File: src/logic/sac_consts.vh
// Register offsets, field positions, reset values and timing counts of the converter control
`ifndef SAC_CONSTS_VH
`define SAC_CONSTS_VH
// Register indices; the byte address on the bus is four times the index
`define SAC_IDX_PIN_EN_LOW      8'h92
`define SAC_IDX_PIN_EN_HIGH     8'h93
`define SAC_IDX_MODE            8'h9A
`define SAC_IDX_RESULT_HIGH     8'h9B
`define SAC_IDX_MODE_SECOND     8'h9B
`define SAC_IDX_RESULT_LOW      8'h9C
`define SAC_IDX_IRQ_STATUS      8'hA0
`define SAC_IDX_IRQ_ENABLE      8'hA1
`define SAC_IDX_IRQ_CLEAR       8'hA2
`define SAC_IDX_TRIG_ENABLE     8'hA3
// Mode register fields
`define SAC_MODE_POWER_DOWN     7
`define SAC_MODE_START          6
`define SAC_MODE_REF_SEL        5
`define SAC_MODE_DONE           4
// Second mode register fields
`define SAC_MODE2_ALIGN         2
// Reset values
`define SAC_RST_MODE            8'h8F
`define SAC_RST_MODE_SECOND     8'h01
`define SAC_RST_PIN_EN          8'h00
// Timing
`define SAC_CONV_CYCLES         7'h3C
`define SAC_DIV2                8'h01
`define SAC_DIV4                8'h03
`define SAC_DIV8                8'h07
`define SAC_DIV32               8'h1F
`endif

File: src/logic/sac_control.v
// Control unit for a 12-bit successive-approximation converter with APB registers
// Operation
// - Channel codes route pins, internal sources, unconnected
// - Start bit one starts, zero stops
// - Completion loads result, sets flag, raises interrupt
// - Done flag reads zero during conversion
// - Conversion lasts exactly sixty converter clocks
// - Power-down bit disables the converter
// - Shared address reads result or mode two
// - Reference select one disables channel zero
// - Align bit places result in registers
// - Clock select divides by 2,4,8,32
// - Pin enable bits gate analog channels
// - Hardware triggers also start conversions
//
// Register access over APB was chosen for this implementation.
`timescale 1ns/1ps
`default_nettype none
`include "sac_consts.vh"
module sac_control #(
    parameter RES_W = 12
) (
    // Clock and reset
    input  wire               clk,
    input  wire               reset_n,
    // APB slave
    input  wire               psel,
    input  wire               penable,
    input  wire               pwrite,
    input  wire [11:0]        paddr,
    input  wire [31:0]        pwdata,
    output reg  [31:0]        prdata,
    output reg                pready,
    output reg                pslverr,
    // Hardware start triggers (asynchronous sources)
    input  wire [3:0]         hwTrigger,
    // Analog core
    input  wire [RES_W-1:0]   coreResult,
    output reg                coreEnable,
    output reg                coreSample,
    output reg                converterClock,
    output reg  [3:0]         coreChannel,
    output reg                coreChannelValid,
    output reg                coreInternalSource,
    output reg                coreExtReference,
    output reg  [9:0]         analogPinEnable,
    // Interrupt
    output reg                irq
);
    // ==========================================================
    // Registers
    reg  [7:0]       modeReg;
    reg  [7:0]       mode2Reg;
    reg  [7:0]       pinLowReg;
    reg  [1:0]       pinHighReg;
    reg  [RES_W-1:0] resultReg;
    reg              doneReg;
    reg  [6:0]       cycleCountReg;
    reg  [7:0]       divCountReg;
    reg  [3:0]       trigSync1Reg;
    reg  [3:0]       trigSync2Reg;
    reg  [3:0]       trigPrevReg;
    reg  [3:0]       trigEnableReg;
    reg              irqStatusReg;
    reg              irqEnableReg;
    reg  [7:0]       resHigh;
    reg  [7:0]       resLow;
    reg  [7:0]       divLimit;
    reg  [7:0]       readByte;
    wire [9:0]       wordIdx = paddr[11:2];
    wire             wrStrobe = psel & penable & pwrite;
    wire             rdAccess = psel & ~penable & ~pwrite;
    wire             powerDown = modeReg[`SAC_MODE_POWER_DOWN];
    wire             swStart = wrStrobe && (wordIdx == {2'b00, `SAC_IDX_MODE})
                               && pwdata[`SAC_MODE_START];
    wire             swStop = wrStrobe && (wordIdx == {2'b00, `SAC_IDX_MODE})
                              && !pwdata[`SAC_MODE_START];
    wire [3:0]       trigRise = trigSync2Reg & ~trigPrevReg & trigEnableReg;
    wire             tick = (divCountReg == divLimit);
    wire             busy = modeReg[`SAC_MODE_START];
    wire             finish = busy && tick && (cycleCountReg == `SAC_CONV_CYCLES - 7'h01);
    wire             anyStart = (swStart || (|trigRise)) && !powerDown;
    wire             modeWrite = wrStrobe && (wordIdx == {2'b00, `SAC_IDX_MODE});
    wire             pdWrite = modeWrite && pwdata[`SAC_MODE_POWER_DOWN];
    // Power-down outranks every start, stop and completion in the same cycle
    wire             haltNow = powerDown || pdWrite;
    // A completion only counts when nothing else claims that cycle
    wire             loadNow = finish && !haltNow && !anyStart && !swStop;
    wire             irqClear = wrStrobe && (wordIdx == {2'b00, `SAC_IDX_IRQ_CLEAR})
                                && pwdata[0];

    // ==========================================================
    // Clock divider select
    // Divider by code
    always @* begin
        case (mode2Reg[1:0])
            2'b00: divLimit = `SAC_DIV2;
            2'b01: divLimit = `SAC_DIV4;
            2'b10: divLimit = `SAC_DIV8;
            default: divLimit = `SAC_DIV32;
        endcase
    end

    // ==========================================================
    // Result alignment
    // Align placement
    always @* begin
        if (mode2Reg[`SAC_MODE2_ALIGN]) begin
            resHigh = {4'h0, resultReg[11:8]};
            resLow  = resultReg[7:0];
        end else begin
            resHigh = resultReg[11:4];
            resLow  = {resultReg[3:0], 4'h0};
        end
    end

    // ==========================================================
    // Trigger synchronisers
    always @(posedge clk or negedge reset_n) begin
        if (!reset_n) begin
            trigSync1Reg <= 4'h0;
            trigSync2Reg <= 4'h0;
            trigPrevReg  <= 4'h0;
        end else begin
            trigSync1Reg <= hwTrigger;
            trigSync2Reg <= trigSync1Reg;
            trigPrevReg  <= trigSync2Reg;
        end
    end

    // ==========================================================
    // Mode register
    always @(posedge clk or negedge reset_n) begin
        if (!reset_n) begin
            modeReg <= `SAC_RST_MODE;
        end else begin
            if (modeWrite) begin
                // Done position is read-only and stays zero here
                modeReg[7:5] <= pwdata[7:5];
                modeReg[3:0] <= pwdata[3:0];
            end
            if (|trigRise && !powerDown) begin
                modeReg[`SAC_MODE_START] <= 1'b1;
            end
            if (haltNow) begin
                modeReg[`SAC_MODE_START] <= 1'b0;
            end else if (loadNow) begin
                modeReg[`SAC_MODE_START] <= 1'b0;
            end
        end
    end

    // ==========================================================
    // Second mode register
    always @(posedge clk or negedge reset_n) begin
        if (!reset_n) begin
            mode2Reg <= `SAC_RST_MODE_SECOND;
        end else if (wrStrobe && (wordIdx == {2'b00, `SAC_IDX_MODE_SECOND})) begin
            mode2Reg <= pwdata[7:0];
        end
    end

    // ==========================================================
    // Pin enable registers
    always @(posedge clk or negedge reset_n) begin
        if (!reset_n) begin
            pinLowReg <= `SAC_RST_PIN_EN;
        end else if (wrStrobe && (wordIdx == {2'b00, `SAC_IDX_PIN_EN_LOW})) begin
            pinLowReg <= pwdata[7:0];
        end
    end

    always @(posedge clk or negedge reset_n) begin
        if (!reset_n) begin
            pinHighReg <= 2'b00;
        end else if (wrStrobe && (wordIdx == {2'b00, `SAC_IDX_PIN_EN_HIGH})) begin
            // Only channels nine and eight exist up here
            pinHighReg <= pwdata[1:0];
        end
    end

    // ==========================================================
    // Interrupt and trigger enables
    always @(posedge clk or negedge reset_n) begin
        if (!reset_n) begin
            irqEnableReg <= 1'b0;
        end else if (wrStrobe && (wordIdx == {2'b00, `SAC_IDX_IRQ_ENABLE})) begin
            irqEnableReg <= pwdata[0];
        end
    end

    always @(posedge clk or negedge reset_n) begin
        if (!reset_n) begin
            trigEnableReg <= 4'h0;
        end else if (wrStrobe && (wordIdx == {2'b00, `SAC_IDX_TRIG_ENABLE})) begin
            trigEnableReg <= pwdata[3:0];
        end
    end

    // ==========================================================
    // Converter clock divider
    always @(posedge clk or negedge reset_n) begin
        if (!reset_n) begin
            divCountReg <= 8'h00;
        end else if (anyStart && !haltNow) begin
            divCountReg <= 8'h00;
        end else if (tick) begin
            divCountReg <= 8'h00;
        end else begin
            divCountReg <= divCountReg + 8'h01;
        end
    end

    // ==========================================================
    // Conversion cycle counter
    always @(posedge clk or negedge reset_n) begin
        if (!reset_n) begin
            cycleCountReg <= 7'h00;
        end else if (haltNow || anyStart || swStop || loadNow) begin
            cycleCountReg <= 7'h00;
        end else if (busy && tick) begin
            cycleCountReg <= cycleCountReg + 7'h01;
        end
    end

    // ==========================================================
    // Completion flag and result
    always @(posedge clk or negedge reset_n) begin
        if (!reset_n) begin
            doneReg <= 1'b0;
        end else if (anyStart && !haltNow) begin
            doneReg <= 1'b0;
        end else if (loadNow) begin
            doneReg <= 1'b1;
        end
    end

    always @(posedge clk or negedge reset_n) begin
        if (!reset_n) begin
            resultReg <= {RES_W{1'b0}};
        end else if (loadNow) begin
            resultReg <= coreResult;
        end
    end

    // ==========================================================
    // Interrupt status
    always @(posedge clk or negedge reset_n) begin
        if (!reset_n) begin
            irqStatusReg <= 1'b0;
        end else if (loadNow) begin
            irqStatusReg <= 1'b1;
        end else if (irqClear) begin
            irqStatusReg <= 1'b0;
        end
    end

    // ==========================================================
    // Read multiplexer
    always @* begin
        readByte = 8'h00;
        case (wordIdx)
            {2'b00, `SAC_IDX_MODE}:
                readByte = {modeReg[7:5], doneReg & ~busy, modeReg[3:0]};
            {2'b00, `SAC_IDX_RESULT_HIGH}: readByte = powerDown ? mode2Reg : resHigh;
            {2'b00, `SAC_IDX_RESULT_LOW}:  readByte = resLow;
            {2'b00, `SAC_IDX_PIN_EN_LOW}:  readByte = pinLowReg;
            {2'b00, `SAC_IDX_PIN_EN_HIGH}: readByte = {6'h00, pinHighReg};
            {2'b00, `SAC_IDX_IRQ_STATUS}:  readByte = {7'h00, irqStatusReg};
            {2'b00, `SAC_IDX_IRQ_ENABLE}:  readByte = {7'h00, irqEnableReg};
            {2'b00, `SAC_IDX_TRIG_ENABLE}: readByte = {4'h0, trigEnableReg};
            default:                       readByte = 8'h00;
        endcase
    end

    // ==========================================================
    // APB read path, zero wait states
    // Data is launched at the setup edge so it stands through the access cycle
    always @(posedge clk or negedge reset_n) begin
        if (!reset_n) begin
            prdata  <= 32'h0000_0000;
            pready  <= 1'b0;
            pslverr <= 1'b0;
        end else begin
            pready  <= psel & ~penable;
            pslverr <= 1'b0;
            if (rdAccess) begin
                prdata <= {24'h00_0000, readByte};
            end else begin
                prdata <= 32'h0000_0000;
            end
        end
    end

    // ==========================================================
    // Analog core drive
    always @(posedge clk or negedge reset_n) begin
        if (!reset_n) begin
            coreEnable         <= 1'b0;
            coreSample         <= 1'b0;
            converterClock     <= 1'b0;
            coreChannel        <= 4'h0;
            coreChannelValid   <= 1'b0;
            coreInternalSource <= 1'b0;
            coreExtReference   <= 1'b0;
            analogPinEnable    <= 10'h000;
            irq                <= 1'b0;
        end else begin
            coreEnable     <= ~powerDown;
            coreSample     <= busy && !powerDown;
            converterClock <= (divCountReg > (divLimit >> 1));
            coreChannel    <= modeReg[3:0];
            coreChannelValid <= (modeReg[3:0] != 4'hB) && (modeReg[3:0] != 4'hF)
                                && !(modeReg[3:0] == 4'h0 && modeReg[`SAC_MODE_REF_SEL]);
            coreInternalSource <= modeReg[3:0] >= 4'hA;
            coreExtReference <= modeReg[`SAC_MODE_REF_SEL];
            // Pin enables, channel zero lost to reference
            analogPinEnable <= {pinHighReg, pinLowReg[7:1],
                                pinLowReg[0] & ~modeReg[`SAC_MODE_REF_SEL]};
            irq <= irqStatusReg & irqEnableReg;
        end
    end
endmodule
`default_nettype wire

File: config.mk
export PLATFORM = sky130hd
export DESIGN_NAME = sac_control
export DESIGN_NICKNAME = d
export VERILOG_FILES = /design/src/logic/sac_control.v
export VERILOG_INCLUDE_DIRS = /design/src /design/src/logic
export SDC_FILE = /design/constraint.sdc
export NUM_CORES = 1
export LEC_CHECK = 0
export ABC_CLOCK_PERIOD_IN_PS = 2000
export BUFFER_PORTS_ARGS = -buffer_cell sky130_fd_sc_hd__buf_2
export CAP_MARGIN = 10
export CORE_MARGIN = 10
export CORE_UTILIZATION = 47
export CTS_CLUSTER_DIAMETER = 60
export CTS_CLUSTER_SIZE = 25
export DETAILED_ROUTE_END_ITERATION = 7
export PLACE_DENSITY = 0.75
export SLEW_MARGIN = 20
export SYNTH_ARGS = -nofsm -noshare
export SYNTH_HDL_FRONTEND = slang
export SYNTH_SLANG_ARGS = --single-unit
File: constraint.sdc
create_clock -name clk -period 2 [get_ports clk]
set_input_delay 0.1 -clock clk [delete_from_list [all_inputs] [get_ports clk]]
set_output_delay 0.1 -clock clk [all_outputs]
set_load 0.02 [all_outputs]
Word level (Yosys, flattened, before mapping)
Index checks and enable logic that the tools add are counted. Widths: inputs -> output; s select.

Muxes and demuxes: 18. Bitwise operators: 15. Order comparisons: 2. Add/sub/neg operators: 2. Reduce and logical (&&, ||, !) cells: 41. Equal/unequal tests: 15.

Operators by type and width (number): $eq 10x8->1 const B (9); $pmux 8 s8 (1); $mux 8 (6); $logic_and 1x1->1 (23); $pmux 5 s3 (1); $mux 7 (2); $add 8x1->8 const B (1); $and 4x4->4 (2); $eq 8x8->1 (1); $gt 8x4->1 (1); $ne 4x4->1 const B (2); $add 7x1->7 const B (1); $and 1x1->1 (7); $eq 7x6->1 const B (1); $mux 1 (7); $logic_not 1->1 (6); $reduce_bool 2->1 (3); $logic_or 1x1->1 (5); $not 1->1 (5); $ge 4x4->1 const B (1); $logic_not 4->1 (1); $not 4->4 (1); $reduce_bool 4->1 (1); $reduce_or 4->1 (1); 4 further kinds (4).

Input port bits: 65. Output and inout bits: 55. Bits in registers: 101. Word-level logic and storage cells: 120.

Depth between registers and ports, before layout
Gate-level depths: netlist (run 1).

Depth after elaboration: 11. Mapped depth: 8. Mapped depth without buffers: 7.

Worst setup path before layout (run 1)
Ideal clock, no wire load.

Kind: register -> register. From: register mode2Reg[0]. To: register resultReg[3]. Path slack: -0.150 ns. Setup time: 0.125 ns. Path buffers: 1. Period minus slack after synthesis: 2.150 ns. Stages on the path, launching flop included: 8. Data arrival time: 2.025 ns. Required time: 1.875 ns. Cell sequence: dfstp_2 > nand2_1 > ha_1 > o2111a_1 > and4_1 > nand4_4 > buf_12 > mux2_4.

Longest elaborated chain between the ends: 8. Elaborated cells on any way between the ends: 10. Classes of those cells: eq/ne: 3; mux: 1; reduce/logical: 6.

Ends and longest elaborated chain: from (decl) (RTL line sac_control.v:53) `reg [7:0] mode2Reg;`; from (signal assigned) (RTL line sac_control.v:157) `` mode2Reg <= `SAC_RST_MODE_SECOND; ``; from (signal assigned) (RTL line sac_control.v:159) `mode2Reg <= pwdata[7:0];`; $eq 2x2->1, or another cell as far along (RTL line sac_control.v:96) `case (mode2Reg[1:0])`; $pmux 5 s3 * (RTL line sac_control.v:96); $eq 8x8->1 * (RTL line sac_control.v:79) `wire tick = (divCountReg == divLimit);`; $logic_and 1x1->1 * (2 in series) (RTL line sac_control.v:81) `` wire finish = busy && tick && (cycleCountReg == `SAC_CONV_CYCLES - 7'h01); ``; $logic_and 1x1->1 * (3 in series) (RTL line sac_control.v:88) `wire loadNow = finish && !haltNow && !anyStart && !swStop;`; to (signal assigned) (RTL line sac_control.v:240) `resultReg <= {RES_W{1'b0}};`; to (signal assigned) (RTL line sac_control.v:242) `resultReg <= coreResult;`; to (decl) (RTL line sac_control.v:56) `reg [RES_W-1:0] resultReg;`.

Mark *: on every way between the ends. The rest lies on a longest branch, timed or not. A chain may end at the register's enable or synchronous reset.

Worst setup path after layout (run 1)
From: register mode2Reg[0]. To: register resultReg[9].

Same word-level chain as after synthesis.

==> results of run 1 <==
[synth_stat cells (2+ instances only)]
master    instances  area [µm²]
dfrtp_1          95        2380
nand2_1          42         158
mux2_2           33         372
buf_4            25         188
nor2_1           21        78.8
nand3_1          17        85.1
a21oi_1          11        55.1
o21ai_0          10        50.1
mux2i_1           9        90.1
nor2b_1           9        56.3
inv_1             8        30.0
nor3_1            8        40.0
clkbuf_1          7        26.3
mux2_4            7         105
a31oi_1           6        37.5
and3_1            6        37.5
dfstp_2           6         158
ha_1              6        75.1
nand3b_1          6        45.0
o21a_1            6        45.0
and2_1            5        31.3
a22oi_1           4        30.0
xor2_1            4        35.0
or3_1             3        18.8
or4_1             3        22.5
xnor2_1           3        26.3
a211oi_1          2        15.0
a32o_1            2        20.0
a32oi_1           2        17.5
a41oi_1           2        17.5
and4_1            2        17.5
buf_1             2        7.51
nand2b_1          2        12.5
nand4_1           2        12.5
nor2_2            2        12.5
nor3b_1           2        15.0
nor4_1            2        12.5
or2_2             2        12.5
[through the flow]
step / setup TNS, ps / area, µm²
2_1_floorplan: -625 / 4800
3_3_place_gp: -431 / 5320
3_5_place_dp: -1990 / 5320
4_1_cts: -5.67 / 5820
5_1_grt: -665 / 5840
6_report: -0.0282 / 5840
[logic make-up (layout without fill, tap and decap cells)]
group	Yosys count	count (layout)	synth area share
AND/OR/NAND/NOR	142	142	0.166
flip-flops	101	101	0.540
AO/OA/AOI/OAI	57	57	0.0837
multiplexers	49	49	0.121
buffers and inverters	44	154	0.0602
XOR/XNOR	7	7	0.0131
adder cells (fa/ha/maj)	6	6	0.0160
other	1	25	0.000799
[layout by cell type, fill, tap and decap left out, drive strengths merged, types with 2 or more instances in the layout]
cell type    netlist  final
mux2              40     40
nor3b              2      2
nand2b             2      2
and3               6      6
nand3             17     17
nand2             42     42
nand4              3      3
a211oi             2      2
ha                 6      6
dfrtp             95     95
o21a               6      6
clkbuf             7     10
nor2b              9      9
xor2               4      4
a32oi              2      2
a32o               2      2
a31oi              6      6
nor3               8      8
nor4               3      3
and4               2      2
inv                8     12
or4                3      3
conb               1     25
dfstp              6      6
or3                4      4
xnor2              3      3
or2                2      2
dlygate4sd3        0     27
a22oi              4      4
nand3b             6      6
nor2              23     23
a41oi              2      2
a21oi             11     11
buf               29    103
mux2i              9      9
and2               5      5
o21ai             11     11
[power groups by stage]
stage	registers, mW	logic [mW]	clock network (mW)
2_1_floorplan	2.21	0.254	0
3_5_place_dp	2.23	0.420	0
6_report	2.19	0.466	1.28
4_1_cts	2.19	0.464	1.30
5_1_grt	2.20	0.519	1.40
3_3_place_gp	2.22	0.397	0
[worst reg2reg max path, cell delays in order, from the launching register on]
cell and delay [ps]:
dfstp_2 550, nand2_2 70, ha_4 270, o2111a_1 200, and4_4 220, nand4_4 120
buf_12 180, mux2_4 290
[area by class of cell]
cell class                      count  area share
Tap cell                          133      0.0285
Timing Repair Buffer              130       0.154
Clock buffer                       10      0.0236
Sequential cell                   101       0.434
Multi-Input combinational cell    286       0.344
Inverter                            8     0.00514
Clock inverter                      6      0.0105
[registers in the layout (all words and copies together), names as in the netlist, 2 cells and up]
signal and flops:
analogPinEnable 10, coreChannel 4, cycleCountReg 7, divCountReg 8, mode2Reg 8, modeReg 6, pinHighReg 2, pinLowReg 8
prdata 8, resultReg 12, trigEnableReg 4, trigPrevReg 4, trigSync1Reg 4, trigSync2Reg 4
[layer usage]
metal / up-vias / GRT usage
met5: - / 0
met3: 29 / 0.0417
met4: 0 / 0.0845
met1: 1694 / 0.209
met2: 160 / 0.249
li1: 1658 / -
[worst max path at each step]
stage / from / end / slack [ps]
floorplan: mode2Reg[0] / resultReg[3] / -90
global placement: cycleCountReg[0] / resultReg[8] / -40
detailed placement: cycleCountReg[0] / resultReg[6] / -150
CTS: mode2Reg[0] / resultReg[9] / -2
global route: mode2Reg[0] / resultReg[9] / -60
finish: mode2Reg[0] / resultReg[9] / -0.03
[timing repair]
| item | CTS | global route |
|---|---|---|
| gates resized for setup | 2 | 4 |
| endpoints found under the setup margin | 17 | 18 |
| buffers inserted | 2 | 0 |
| hold endpoints to repair | 66 | 0 |
| pin swaps | 0 | 1 |
| hold buffers | 27 | 0 |
==> summary.md, run 1 <==
| Metric | Value |
|---|---|
| EDFF count, synth | 0 |
| Synthesized instance count | 407 |
| Fin Hold WS | 90.8 ps |
| Total power | 3.93 mW |
| WP buf/inv | 1 |
| Mapped Area | 4690 µm² |
| Cells along the critical path | nand2_2, ha_4, o2111a_1, and4_4, nand4_4, buf_12, mux2_4 |
| Crit-path slowest cell | dfstp_2 |
| Depth of the CTS H-tree | 3 |
| Die W | 120 µm |
| Maximum clock path buffer count | 2 |
| First-pass GRT wire length | 19000 µm |
| Fin cells | 674 |
| Mean Syn Cell Area | 11.5 µm² |
| CP endpoint kind | register |
| Area Overhead vs Synth | 24.4% |
| DRC | 0 |
| FMAX | 500 MHz |
| R2R Path Start | mode2Reg[0] |
| R2R depth | 7 |
| CP Data Arrival Time | 2270 ps |
| Unrepaired setup endpoints after global routing | yes |
| CP max stage delay | 550 ps |
| Setup slack after layout | -0.0282 ps |
| Final setup fails | 1 |
| Post-Place Setup Slack | -153 ps |
| Largest net degree at the start of global routing | 48 |
| Area of the multi-input gates | 2010 µm² |
| Rows | 36 |
| Crit start category | register |
| FF+latch area | 2530 µm² |
| Post-synth ARST share | 1.00 |
| Switching part of the total | 0.276 |
| Crit Path Max Fanout | 12 |
| Final clock skew | 13.0 ps |
| Total CTS buffers | 9 |
| Share of cells above drive strength 1 | 0.338 |
| Final Max Slew Viols | 0 |
| Initial Util | 0.480 |
| Die Area | 14400 µm² |
| Final GP Congestion | 0.918 |
| Die Span Y | 120 µm |
| Placed cell count | 629 |
| Share of power burned in combinational logic | 0.118 |
| DR vias | 3541 |
| Req. time, crit path | 2270 ps |
| HP Start | pwrite |
| Hold Vio Cnt, Final | 0 |
| Final #Nets | 607 |
| Root Driver | clkbuf_8 |
| Total wire length | 11400 µm |
| Routed wl met3 | 840 µm |
| Worst slew margin | 0.605 |
| Reg2reg end | resultReg[9] |
| Clock slew at reported path FFs | 100 ps |
| Vias per inst | 5.25 |
| #FFs+latches synth | 101 |
| ANT cells | 0 |
| Reg power frac | 0.556 |
| Failing checks | setup timing |
| Via count of the first global-routing pass | 3765 |
| Max layer used | met4 |
| Routed WL per cell | 17.0 µm |
| Gr ovfl total | 0 |
| Initial antenna violation count | 0 |
| Worst-margin pin slew | 593 ps |
| Worst hold path cell count | 3 |
| Sw Pwr | 1.09 mW |
| Worst Path Class, Setup | register to register |
| Fill cells | 777 |
| Pint | 2.85 mW |
| Tcrit/Tclk final | 1.00 |
| Clk Latency, worst-skew pair | 380 ps |
| CTS tree | built |
| Worst min path class | input port to register |
| Pwr Density | 674 nW/µm² |
| Sequential share of the synthesized area | 0.540 |
| Clock power share | 0.326 |
| Peak VDD IR | 0.000340 V |
| Outcome | finished, violations left |
| Total track usage | 0.163 |
| Hold endpoint | prdata[4] |
| Layout Utilization | 0.598 |
| Stages on the worst setup path | 7 |
| Post-synth cell types | 61 |
| Core footprint | 9770 µm² |
| Met2 wire len | 5220 µm |
| Leakage | 2.83 nW |
| DRT met1 WL | 4990 µm |
| Final HPWL DP | 8640 µm |
| Number of max-cap violations | 0 |
| DRT iter0 DRCs | 306 |
| Tmin final | 2000 ps |
| First-pass iteration count of the detailed router | 5 |
| Clk sink count | 101 |
| Buffers on Ports | 68 |
| CP delay by family, top | flip-flops |
| Reg2Reg Setup Slack | -0.03 ps |
| IO Pins | 120 |
| Top FF cell, synth | dfrtp_1 |
| Synthesis Warnings | 0 |
| ANT nets after route | 0 |
Note: power is estimated with default switching activity, not from simulation.
==> run 2, diff against run 1 <==
--- a/config.mk
+++ b/config.mk
@@ -11,6 +11,7 @@
 export CAP_MARGIN = 10
 export CORE_MARGIN = 10
 export CORE_UTILIZATION = 47
+export CTS_BUF_LIST = sky130_fd_sc_hd__clkbuf_16
 export CTS_CLUSTER_DIAMETER = 60
 export CTS_CLUSTER_SIZE = 25
 export DETAILED_ROUTE_END_ITERATION = 7
==> run 2 against run 1 <==
Compared with the run above: the run still ends with setup timing left; first-iteration DRC count shrank 20%; die area stayed put; core utilization up 0.26 points; critical endpoint unchanged.
==> summary.md, run 2 (synthesized netlist as in run 1, its figures left out) <==
| Metric | Value |
|---|---|
| Routed WL per cell | 17.4 µm |
| Clock slew at reported path FFs | 70 ps |
| Final Max Slew Viols | 0 |
| Pwr Density | 740 nW/µm² |
| IO Pins | 120 |
| Worst slew margin | 0.600 |
| Worst Path Class, Setup | register to register |
| ANT nets after route | 0 |
| Die Area | 14400 µm² |
| Total track usage | 0.164 |
| Pint | 3.19 mW |
| Initial antenna violation count | 0 |
| Clk Latency, worst-skew pair | 350 ps |
| Peak VDD IR | 0.000441 V |
| Vias per inst | 5.27 |
| Clock power share | 0.389 |
| Failing checks | setup timing |
| Die W | 120 µm |
| ANT cells | 0 |
| Die Span Y | 120 µm |
| Cells along the critical path | nand2_2, ha_4, o2111a_1, and4_4, nand4_4, buf_12, mux2_4 |
| Initial Util | 0.480 |
| CP endpoint kind | register |
| Core footprint | 9770 µm² |
| Max reg flops | 12 |
| Final clock skew | 9.60 ps |
| CP Data Arrival Time | 2240 ps |
| Switching part of the total | 0.264 |
| Unrepaired setup endpoints after global routing | yes |
| Post-Place Cell Area | 5320 µm² |
| Final #Nets | 600 |
| Placed cell count | 629 |
| DR vias | 3515 |
| Crit-path slowest cell | dfstp_2 |
| Post-Place Setup Slack | -153 ps |
| Setup slack after layout | -11.2 ps |
| Hold Vio Cnt, Final | 0 |
| Design Area, Final | 5870 µm² |
| CP delay by family, top | flip-flops |
| Total power | 4.34 mW |
| Buffers on Ports | 68 |
| CP max stage delay | 540 ps |
| Fill cells | 773 |
| Clk sink count | 101 |
| Gr ovfl total | 0 |
| Via count of the first global-routing pass | 3724 |
| FF+latch area | 2530 µm² |
| First-pass iteration count of the detailed router | 5 |
| Crit Path Max Fanout | 12 |
| Most common cell after layout, fill and taps aside | dfrtp_1 |
| Total CTS buffers | 9 |
| Crit start category | register |
| Largest net degree at the start of global routing | 48 |
| Final setup fails | 7 |
| Commonest cells after routing, fill and taps aside | dfrtp_1, buf_2, nand2_1 |
| Tcrit/Tclk final | 1.01 |
| Maximum clock path buffer count | 2 |
| Depth of the CTS H-tree | 3 |
| Area Overhead vs Synth | 24.9% |
| WP buf/inv | 1 |
| CTS tree | built |
| First-pass GRT wire length | 19100 µm |
| Sw Pwr | 1.15 mW |
| Req. time, crit path | 2230 ps |
| DRT iter0 DRCs | 244 |
| Number of max-cap violations | 0 |
| Rows | 36 |
| Total wire length | 11600 µm |
| DRC | 0 |
| Regs by FF count | resultReg: 12 flops, analogPinEnable: 10 flops |
| Worst min path class | input port to register |
| Fin cells | 667 |
| FMAX | 497 MHz |
| Largest register by flop count | resultReg |
| Layout Utilization | 0.600 |
| Share of power burned in combinational logic | 0.107 |
| Area of the multi-input gates | 2010 µm² |
| Reg power frac | 0.504 |
| Leakage | 2.84 nW |
| Worst-margin pin slew | 600 ps |
| Final HPWL DP | 8640 µm |
| Outcome | finished, violations left |
| Root Driver | clkbuf_16 |
| Share of cells above drive strength 1 | 0.339 |
| Tmin final | 2010 ps |
| Final GP Congestion | 0.918 |
-- run 2: tightest hold or removal path, cell delays in order --
cell and delay (ps):
buf_2 140, nand2_1 60, nand2_1 40
-- run 2: repair_timing --
item                       CTS  global route
setup endpoints to repair   17            18
hold endpoints to repair    59             0
hold buffers                20             0
pin swaps                    0             3
gates resized for setup      2             4
setup buffers                2             0
cloned                       0             0
-- run 2: final timing paths --
path,from,to,slack [ps],cells after the start
min reg2reg,trigSync1Reg[1],trigSync2Reg[1],350,0
max reg2reg,mode2Reg[0],resultReg[9],-10,7
min in group asynchronous,reset_n,analogPinEnable[1],310,2
max,mode2Reg[0],resultReg[9],-10,7
min,pwdata[1],modeReg[1],6,3
max in group asynchronous,reset_n,modeReg[7],1000,3
-- run 2: routing by layer --
metal / GRT usage / vias up / routed length [µm]
li1: - / 1644 / -
met1: 0.210 / 1690 / 4990
met2: 0.257 / 158 / 5440
met5: 0 / - / 0
met4: 0.0732 / 0 / 300
met3: 0.0398 / 23 / 883
-- run 2: stage by stage --
step | TNS (ps) | hold WS [ps]
floorplan | -625 | -196
global placement | -431 | 142
detailed placement | -1990 | 145
CTS | 0 | 1.15
global route | -773 | 20.0
finish | -47.5 | 6.43
-- run 2: layout make-up --
class,instances,area share
multi-input cells,286,0.343
well taps,133,0.0284
inverters,8,0.00512
clock inverters,7,0.0111
flip-flops and latches,101,0.432
clock buffers,9,0.0384
repair buffers,123,0.142
-- run 2: power by group through the flow --
stage          clock network [mW]  logic (mW)  registers [mW]
2_1_floorplan                   0       0.254            2.21
3_3_place_gp                    0       0.397            2.22
3_5_place_dp                    0       0.420            2.23
4_1_cts                      1.71       0.453            2.19
5_1_grt                      1.81       0.515            2.20
6_report                     1.69       0.465            2.19
